==> src/sram_ddr_consts.svh <==
// constants for the burst-of-two double-data-rate common-io sram core
`ifndef SRAM_DDR_CONSTS_SVH
`define SRAM_DDR_CONSTS_SVH
`define DQ_W 36
`define LANE_W 9
`define LANES 4
`define NARROW_LANES 2
`define ADDR_W 4
`define IDX_W 5
`define WBUF_DEPTH 4
`define WBUF_KEEP 3
`define PIPE_LEN 6
`define WR_BEAT0_STAGE 2
`define WR_BEAT1_STAGE 3
`define RD_BEAT0_STAGE 5
`define RD_BEAT1_STAGE 6
`define SYNC_W 48
`endif

==> src/sram_ddr_pkg.sv <==
// types shared by the sram core, its checker, the controller model and the bench
`include "sram_ddr_consts.svh"
package sram_ddr_pkg;
  typedef logic [`ADDR_W-1:0] addr_t;
  typedef logic [`IDX_W-1:0] idx_t;
  typedef logic [`DQ_W-1:0] data_t;
  typedef logic [`LANES-1:0] lanes_t;
  typedef enum logic {k_rise_slot, kn_rise_slot} slot_t;
endpackage : sram_ddr_pkg

==> src/sram_ddr_core.sv <==
// burst-of-two ddr common-io sram: command decode, beat timing, write buffer
`timescale 1ns/1ps
`include "sram_ddr_consts.svh"

module sram_wbuf #(
  parameter int W = 8,
  parameter int D = 4
) (
  input wire logic clk_i,
  input wire logic rst_i,
  input wire logic ce_i,
  input wire logic in_valid_i,
  output logic in_ready_o,
  input wire logic [W-1:0] in_data_i,
  output logic out_valid_o,
  input wire logic out_ready_i,
  output logic [W-1:0] out_data_o,
  output logic [$clog2(D):0] level_o
);
  localparam int PW = $clog2(D);
  logic [W-1:0] store [D];
  logic [PW-1:0] wr_ptr;
  logic [PW-1:0] rd_ptr;
  logic [PW:0] count;
  logic [PW-1:0] next_wr_ptr;
  logic [PW-1:0] next_rd_ptr;
  logic [PW:0] next_count;
  logic push;
  logic pop;

  always_comb begin
    in_ready_o = (count != (PW+1)'(D));
    out_valid_o = (count != '0);
    out_data_o = store[rd_ptr];
    level_o = count;
    push = in_valid_i && in_ready_o;
    pop = out_valid_o && out_ready_i;
    next_wr_ptr = push ? wr_ptr + 1'b1 : wr_ptr;
    next_rd_ptr = pop ? rd_ptr + 1'b1 : rd_ptr;
    next_count = count + (PW+1)'(push) - (PW+1)'(pop);
  end

  always_ff @(posedge clk_i) begin
    if (rst_i) begin
      wr_ptr <= '0;
      rd_ptr <= '0;
      count <= '0;
    end else if (ce_i) begin
      wr_ptr <= next_wr_ptr;
      rd_ptr <= next_rd_ptr;
      count <= next_count;
    end
  end

  // storage is data only, so it takes no reset
  always_ff @(posedge clk_i) begin
    if (ce_i && push) begin
      store[wr_ptr] <= in_data_i;
    end
  end
endmodule : sram_wbuf

module sram_ddr_core (
  input wire logic clk_i,
  input wire logic rst_i,
  input wire logic ce_i,
  input wire logic cfg_x18_i,
  input wire logic new_address_strobe_n_i,
  input wire logic read_not_write_i,
  input wire sram_ddr_pkg::addr_t burst_start_address_i,
  input wire sram_ddr_pkg::lanes_t byte_write_enable_n_i,
  input wire sram_ddr_pkg::data_t dq_i,
  output sram_ddr_pkg::data_t dq_o,
  output logic dq_oe_o,
  output logic wbuf_drop_o
);
  import sram_ddr_pkg::*;

  localparam int EW = `IDX_W + `DQ_W + `LANES;

  // pins cross in through two flops; first stage feeds only the second
  logic [`SYNC_W-1:0] sync1;
  logic [`SYNC_W-1:0] sync2;
  logic x18_s;
  logic ldn_s;
  logic rw_s;
  addr_t addr_s;
  lanes_t bwn_s;
  data_t dq_s;

  slot_t slot;
  slot_t next_slot;
  logic [`PIPE_LEN:1] p_v;
  logic [`PIPE_LEN:1] p_rd;
  addr_t p_a [`PIPE_LEN:1];
  logic [`PIPE_LEN:1] next_p_v;
  logic [`PIPE_LEN:1] next_p_rd;
  addr_t next_p_a [`PIPE_LEN:1];

  idx_t hist_idx [2];
  data_t hist_data [2];
  lanes_t hist_en [2];
  logic [1:0] hist_v;
  idx_t next_hist_idx [2];
  data_t next_hist_data [2];
  lanes_t next_hist_en [2];
  logic [1:0] next_hist_v;

  data_t next_dq;
  logic next_oe;
  logic next_drop;

  data_t mem [2**`IDX_W];

  logic cmd_v;
  logic wbeat;
  idx_t w_idx;
  lanes_t w_en;
  logic push;
  logic rbeat;
  idx_t r_idx;
  data_t r_data;

  logic in_ready;
  logic out_valid;
  logic out_ready;
  logic [EW-1:0] out_data;
  logic [$clog2(`WBUF_DEPTH):0] level;
  idx_t c_idx;
  data_t c_data;
  lanes_t c_en;

  assign x18_s = sync2[47];
  assign ldn_s = sync2[46];
  assign rw_s = sync2[45];
  assign addr_s = sync2[44:41];
  assign bwn_s = sync2[39:36];
  assign dq_s = sync2[35:0];
  assign {c_idx, c_data, c_en} = out_data;

  always_comb begin
    // commands are only looked at on the primary-clock slot
    cmd_v = (slot == k_rise_slot) && !ldn_s;
    next_slot = (slot == k_rise_slot) ? kn_rise_slot : k_rise_slot;
    next_p_v[1] = cmd_v;
    next_p_rd[1] = rw_s;
    next_p_a[1] = addr_s;
    for (int i = 2; i <= `PIPE_LEN; i++) begin
      next_p_v[i] = p_v[i-1];
      next_p_rd[i] = p_rd[i-1];
      next_p_a[i] = p_a[i-1];
    end

    // write beats: first on the primary rise a cycle on, then the next half
    w_idx = '0;
    wbeat = 1'b0;
    if (p_v[`WR_BEAT0_STAGE] && !p_rd[`WR_BEAT0_STAGE]) begin
      wbeat = 1'b1;
      w_idx = {p_a[`WR_BEAT0_STAGE], 1'b0};
    end else if (p_v[`WR_BEAT1_STAGE] && !p_rd[`WR_BEAT1_STAGE]) begin
      wbeat = 1'b1;
      w_idx = {p_a[`WR_BEAT1_STAGE], 1'b1};
    end
    // narrow mode has only the two low lanes
    for (int l = 0; l < `LANES; l++) begin
      w_en[l] = !bwn_s[l] && (l < `NARROW_LANES || !x18_s);
    end
    push = wbeat && (w_en != '0);

    next_hist_idx = hist_idx;
    next_hist_data = hist_data;
    next_hist_en = hist_en;
    next_hist_v = hist_v;
    if (push && in_ready) begin
      next_hist_idx[1] = hist_idx[0];
      next_hist_data[1] = hist_data[0];
      next_hist_en[1] = hist_en[0];
      next_hist_v[1] = hist_v[0];
      next_hist_idx[0] = w_idx;
      next_hist_data[0] = dq_s;
      next_hist_en[0] = w_en;
      next_hist_v[0] = 1'b1;
    end
    // a full buffer loses the beat; the flag tells the controller
    next_drop = push && !in_ready;

    // read beats load five and six slots after decode: t+2.5 and t+3.0
    r_idx = '0;
    rbeat = 1'b0;
    if (p_v[`RD_BEAT0_STAGE] && p_rd[`RD_BEAT0_STAGE]) begin
      rbeat = 1'b1;
      r_idx = {p_a[`RD_BEAT0_STAGE], 1'b0};
    end else if (p_v[`RD_BEAT1_STAGE] && p_rd[`RD_BEAT1_STAGE]) begin
      rbeat = 1'b1;
      r_idx = {p_a[`RD_BEAT1_STAGE], 1'b1};
    end
    // older buffered beat first, newer one last, lane by lane
    r_data = mem[r_idx];
    for (int h = 1; h >= 0; h--) begin
      for (int l = 0; l < `LANES; l++) begin
        if (hist_v[h] && hist_idx[h] == r_idx && hist_en[h][l]) begin
          r_data[l*`LANE_W +: `LANE_W] = hist_data[h][l*`LANE_W +: `LANE_W];
        end
      end
    end
    next_dq = rbeat ? r_data : dq_o;
    next_oe = rbeat;
    // the last two beats stay buffered; commit starts with the third
    out_ready = level >= ($clog2(`WBUF_DEPTH)+1)'(`WBUF_KEEP);
  end

  sram_wbuf #(
    .W(EW),
    .D(`WBUF_DEPTH)
  ) u_wbuf (
    .clk_i(clk_i),
    .rst_i(rst_i),
    .ce_i(ce_i),
    .in_valid_i(push),
    .in_ready_o(in_ready),
    .in_data_i({w_idx, dq_s, w_en}),
    .out_valid_o(out_valid),
    .out_ready_i(out_ready),
    .out_data_o(out_data),
    .level_o(level)
  );

  // ce low is a stopped clock: everything, the bus included, holds
  always_ff @(posedge clk_i) begin
    if (rst_i) begin
      sync1 <= '1;
      sync2 <= '1;
      slot <= k_rise_slot;
    end else if (ce_i) begin
      sync1 <= {cfg_x18_i, new_address_strobe_n_i, read_not_write_i,
                burst_start_address_i, 1'b0, byte_write_enable_n_i, dq_i};
      sync2 <= sync1;
      slot <= next_slot;
    end
  end

  always_ff @(posedge clk_i) begin
    if (rst_i) begin
      p_v <= '0;
      p_rd <= '0;
      p_a <= '{default: '0};
    end else if (ce_i) begin
      p_v <= next_p_v;
      p_rd <= next_p_rd;
      p_a <= next_p_a;
    end
  end

  always_ff @(posedge clk_i) begin
    if (rst_i) begin
      hist_idx <= '{default: '0};
      hist_data <= '{default: '0};
      hist_en <= '{default: '0};
      hist_v <= '0;
    end else if (ce_i) begin
      hist_idx <= next_hist_idx;
      hist_data <= next_hist_data;
      hist_en <= next_hist_en;
      hist_v <= next_hist_v;
    end
  end

  always_ff @(posedge clk_i) begin
    if (rst_i) begin
      dq_o <= '0;
      dq_oe_o <= 1'b0;
      wbuf_drop_o <= 1'b0;
    end else if (ce_i) begin
      dq_o <= next_dq;
      dq_oe_o <= next_oe;
      wbuf_drop_o <= next_drop;
    end
  end

  // array commit, lane by lane, from the buffer's head
  always_ff @(posedge clk_i) begin
    if (ce_i && out_valid && out_ready) begin
      for (int l = 0; l < `LANES; l++) begin
        if (c_en[l]) begin
          mem[c_idx][l*`LANE_W +: `LANE_W] <= c_data[l*`LANE_W +: `LANE_W];
        end
      end
    end
  end
endmodule : sram_ddr_core

==> config.mk <==
export PLATFORM = sky130hd
export DESIGN_NAME = sram_ddr_core
export DESIGN_NICKNAME = d
export VERILOG_FILES = /design/src/sram_ddr_pkg.sv /design/src/sram_ddr_core.sv
export VERILOG_INCLUDE_DIRS = /design/src /design/src/src
export SDC_FILE = /design/constraint.sdc
export NUM_CORES = 2
export LEC_CHECK = 0
export BUFFER_PORTS_ARGS = -buffer_cell sky130_fd_sc_hd__buf_2
export CAP_MARGIN = 20
export CORE_MARGIN = 2
export CORE_UTILIZATION = 32
export CTS_CLUSTER_DIAMETER = 100
export DETAILED_ROUTE_END_ITERATION = 8
export PLACE_DENSITY = 0.51
export SYNTH_ARGS = -nofsm -noshare
export SYNTH_HDL_FRONTEND = slang
export SYNTH_SLANG_ARGS = --single-unit
==> constraint.sdc <==
create_clock -name clk_i -period 7.8 [get_ports clk_i]
set_input_delay 0.39 -clock clk_i [delete_from_list [all_inputs] [get_ports clk_i]]
set_output_delay 0.39 -clock clk_i [all_outputs]
set_load 0.01 [all_outputs]
==> results.md <==
* Placement row count at 161
* CTS Hold Bufs at 50
* Post-CTS setup buffer count at 0
* Number of port buffers at 87
* Maximum achievable frequency at 204 MHz
* Most repeated library cell on the critical path: sky130_fd_sc_hd__buf_4
* Number of H-tree branching levels at 4
* Reg-to-Reg End: dq_o[2]
* Cell accounting for the most synthesized area: sky130_fd_sc_hd__edfxtp_1
* Clk root buf: sky130_fd_sc_hd__clkbuf_16
* Avg WL per Cell at 25.7 um
* Leak at 22.3 nW
* Final Hold Vio Count at 0
* Total congestion overflow after global routing at 0
* Overall routed net length at 180000 um
* Clock tree skew after final layout at 0.0347 ns
* Clock slew seen by the registers of the worst setup and hold paths at 0.06 ns
* Worst Hold Endpoint: sync1[3]
* Clock tree from TritonCTS: built
* Number of nets at the end of the flow at 4416
* Number of max-capacitance violations reported at 0
* Final Max Slew Viols at 0
* Overall fraction of global-route tracks in use at 17.9%
* Classification of the worst setup path: reg -> reg
* Area of the core at 0.193 mm2
* DRC violation count after routing at 0
* List of cells traversed by the critical path: nand2_2 > buf_4 > a31o_4 > buf_4 > mux2_2 > a221oi_1 > o41ai_1 > a21oi_1 > a211oi_1
* Switching fraction of total power at 20.7%
* Total I/O pin count at 88
* Slowest stage cell on the critical path: sky130_fd_sc_hd__o41ai_1
* Setup repair after global routing missed its margin: false
* Largest cells by area after synthesis: sky130_fd_sc_hd__edfxtp_1 64%, sky130_fd_sc_hd__dfxtp_1 8.7%, sky130_fd_sc_hd__mux2i_1 4.4%
* Fraction of final layout cells sized beyond drive strength 1 at 14.2%
* Worst max-slew margin expressed relative to the limit at 16.0%
* Hold Startpoint: dq_i[3]
* Max IR drop VDD at 0.196 mV
* Number of distinct standard cells referenced by the synthesized netlist at 60
* Overall via count from detail_route at 36703
* Share of flip-flops with an asynchronous set or reset at 0%
* Sort of element at the start of the critical path: flip-flop
* Primary FF master, synth: sky130_fd_sc_hd__edfxtp_1
* First-pass GRT wire length at 260000 um
* Detail Placement HPWL at 115000 um
* CP Capture Type: flip-flop
* Crit-path leading delay family: compound AO/OA/AOI/OAI gates
* Insertion delay of the later-clocked pin in the worst-skew pair at 0.82 ns
* Proportion of power drawn by the clock network at 44.6%
* Number of warnings reported in the yosys synthesis log at 0
* Count of final setup violators at 0
* PD cells at 245 mW/mm2
* Fin Setup TNS at 0 ns
* Final Cycle Share at 62.8%
* Layout Area Growth over Synthesis at 14.6%
* TritonRoute pass-1 iters at 8
* Signal arrival time at the worst endpoint at 5.63 ns
* Share of the synthesized area in the top cell type at 64.2%
* Sum of buffers and inverters on the critical path at 2
* CP max FO at 56
* GP Congestion at 0.830
* Worst Max-Slew Pin Slew at 1.23 ns
* Share of synthesized area occupied by flip-flops and latches at 72.9%
* Effective utilization at floorplan at 32.3%
* Detail-routed via count per cell at 5.23
* Total net switching power at 3.63 mW
* CTS Buffer Depth at 3
* Mean instance size in the synthesized netlist at 14.6 um2
* Die Span Y at 445 um
* Result of the run: complete, no violations
* Worst setup slack for register-to-register paths at 2.90 ns
* Tmin final at 4.90 ns
* Mapped Area at 0.0623 mm2
* Area of combinational cells with multiple inputs at 0.0157 mm2
* Syn nets at 4313
* Die Outline Area at 0.198 mm2
* Class of the tightest hold or removal check: in -> reg
* Path depth of the worst reg2reg path at 9
* Iteration-0 DRC Markers at 3394
* Number of nets with antenna violations after detailed routing at 0
* Number of antenna violations at the first check in global routing at 2
* Fraction of power consumed by sequential logic at 53.4%
* Number of synthesized register bits at 1602
* Clk sinks at 1602
* Number of enable flip-flop cells after synthesis at 1332
* Worst reg2reg startpoint: p_v[5]
* Overall die width at 445 um
* Placed insts at 6667
* Internal power contribution at 13.9 mW
* Post_cts resized at 0
* Crit path required time at 8.53 ns
* Share of total power in combinational logic at 2.1%
* Cell count after synthesis at 4256
* Fillcell total at 18181
* Total area of sequential cells at 0.0454 mm2
* Cells on Worst Hold Path at 4
* Pin count of the biggest net entering global routing at 74
* Number of global-route vias before repair at 35489
* TritonCTS Buffers at 162
* Biggest cell delay along the critical path at 0.89 ns
* Final std cells w/o fill at 7023
## per-layer routing
layer	vias to the layer above	wire length [um]	track usage, %	part of all wire (%)
li1	16351	-	-	-
met1	18822	81100	25.7	45
met2	1292	82100	27.7	46
met3	236	12600	3.54	7.0
met4	2	4430	4.99	2.5
met5	-	13	0	0.0072
## layout make-up
class                   count  share of cell area [%]
diodes                      1                 0.00351
clock buffers             213                    6.21
clock inverters            88                    1.20
inverters                  56                   0.298
multi-input cells        2318                    22.0
flip-flops and latches   1602                    63.6
well taps                2526                    4.43
repair buffers            219                    2.20
## sequential cells by signal, indices dropped and copies added (netlist names), named ones only
signal and cells:
hist_en 8, p_rd 6, hist_data 72, next_p_a 20, sync2 47, mem 1152, u_wbuf.rd_ptr 2, slot 1
wbuf_drop_o 1, hist_idx 10, u_wbuf.store 180, dq_o 36, p_v 6, u_wbuf.wr_ptr 2, sync1 47, p_a 4
hist_v 2, u_wbuf.level_o 3, dq_oe_o 1
## Yosys cell counts, types with 5 or more instances
| cell type | count |
|---|---|
| sky130_fd_sc_hd__clkbuf_1 | 163 |
| sky130_fd_sc_hd__a21oi_1 | 256 |
| sky130_fd_sc_hd__mux2i_1 | 271 |
| sky130_fd_sc_hd__buf_1 | 60 |
| sky130_fd_sc_hd__mux4_2 | 88 |
| sky130_fd_sc_hd__nor3b_1 | 20 |
| sky130_fd_sc_hd__a311o_1 | 10 |
| sky130_fd_sc_hd__nor3_1 | 45 |
| sky130_fd_sc_hd__o211ai_1 | 23 |
| sky130_fd_sc_hd__inv_1 | 56 |
| sky130_fd_sc_hd__and2_1 | 7 |
| sky130_fd_sc_hd__o2111ai_1 | 17 |
| sky130_fd_sc_hd__a2111oi_0 | 27 |
| sky130_fd_sc_hd__o221ai_1 | 28 |
| sky130_fd_sc_hd__a311oi_1 | 10 |
| sky130_fd_sc_hd__dfxtp_1 | 270 |
| sky130_fd_sc_hd__a31oi_1 | 5 |
| sky130_fd_sc_hd__nand2b_1 | 5 |
| sky130_fd_sc_hd__ha_1 | 6 |
| sky130_fd_sc_hd__edfxtp_1 | 1332 |
| sky130_fd_sc_hd__o41ai_1 | 24 |
| sky130_fd_sc_hd__a211oi_1 | 91 |
| sky130_fd_sc_hd__mux2_2 | 94 |
| sky130_fd_sc_hd__a21o_1 | 33 |
| sky130_fd_sc_hd__o41a_1 | 8 |
| sky130_fd_sc_hd__nor2b_1 | 7 |
| sky130_fd_sc_hd__and3_1 | 12 |
| sky130_fd_sc_hd__a221oi_1 | 43 |
| sky130_fd_sc_hd__a21boi_0 | 18 |
| sky130_fd_sc_hd__o22ai_1 | 18 |
| sky130_fd_sc_hd__o32ai_1 | 19 |
| sky130_fd_sc_hd__nor2_1 | 293 |
| sky130_fd_sc_hd__buf_2 | 54 |
| sky130_fd_sc_hd__o221a_2 | 26 |
| sky130_fd_sc_hd__nand3_1 | 103 |
| sky130_fd_sc_hd__nand2_1 | 669 |
| sky130_fd_sc_hd__xnor2_1 | 8 |
| sky130_fd_sc_hd__o21ai_0 | 5 |
## power by group through the flow
stage / registers (mW) / logic [mW] / clock network, mW
2_1_floorplan: 9.51 / 0.205 / 0
3_3_place_gp: 9.53 / 0.342 / 0
3_5_place_dp: 9.53 / 0.350 / 0
4_1_cts: 9.35 / 0.371 / 7.94
5_1_grt: 9.35 / 0.397 / 8.26
6_report: 9.34 / 0.366 / 7.80
## through the flow
step | instance area [um2] | worst slack, ns | hold WS, ns | utilization [%] | power [mW]
after global placement | 65500 | 3.02 | 0.439 | 33.9 | 9.87
after floorplan | 62300 | 5.09 | 0.431 | - | 9.71
after CTS | 71300 | 2.98 | 0.261 | 37.0 | 17.7
after detailed placement | 65500 | 2.99 | 0.447 | 34.0 | 9.88
after global routing | 71400 | 2.83 | 0.310 | 37.0 | 18.0
final | 71400 | 2.90 | 0.320 | 37.0 | 17.5
## tightest hold or removal path: stages
cell                            delay, ns
sky130_fd_sc_hd__dlygate4sd3_1       0.51
sky130_fd_sc_hd__buf_2               0.09
sky130_fd_sc_hd__mux2i_1             0.05
sky130_fd_sc_hd__nand2_1             0.06
## logic make-up (layout without fill, tap and decap cells)
family / count (synthesis) / count (layout) / share of synthesized area (%)
other: 0 / 1 / 0
AO/OA/AOI/OAI: 683 / 683 / 7.84
XOR/XNOR: 9 / 9 / 0.127
AND/OR/NAND/NOR: 1166 / 1166 / 7.60
buffers and inverters: 336 / 576 / 2.15
multiplexers: 453 / 453 / 9.24
adder cells (fa/ha/maj): 7 / 7 / 0.153
flip-flops: 1602 / 1602 / 72.9
## worst max path at each step
stage / from / to / cells after the start
final: p_v[5] / dq_o[2] / 9
after global routing: p_v[5] / dq_o[32] / 8
after CTS: p_v[5] / dq_o[2] / 9
after detailed placement: p_v[5] / dq_o[2] / 9
after global placement: p_v[5] / dq_o[33] / 8
after floorplan: flip-flop / mem[0][15] / 4
## placed cells by master (no fill, tap or decap), drive strengths merged, types with 65 or more instances in the layout
cell / n
a211oi: 91
nand2: 670
mux4: 88
nand3: 103
dfxtp: 270
mux2i: 271
buf: 167
clkbuf: 215
nor2: 294
a21oi: 256
edfxtp: 1332
clkinv: 65
mux2: 94
Note: power is estimated with default switching activity, not from simulation.
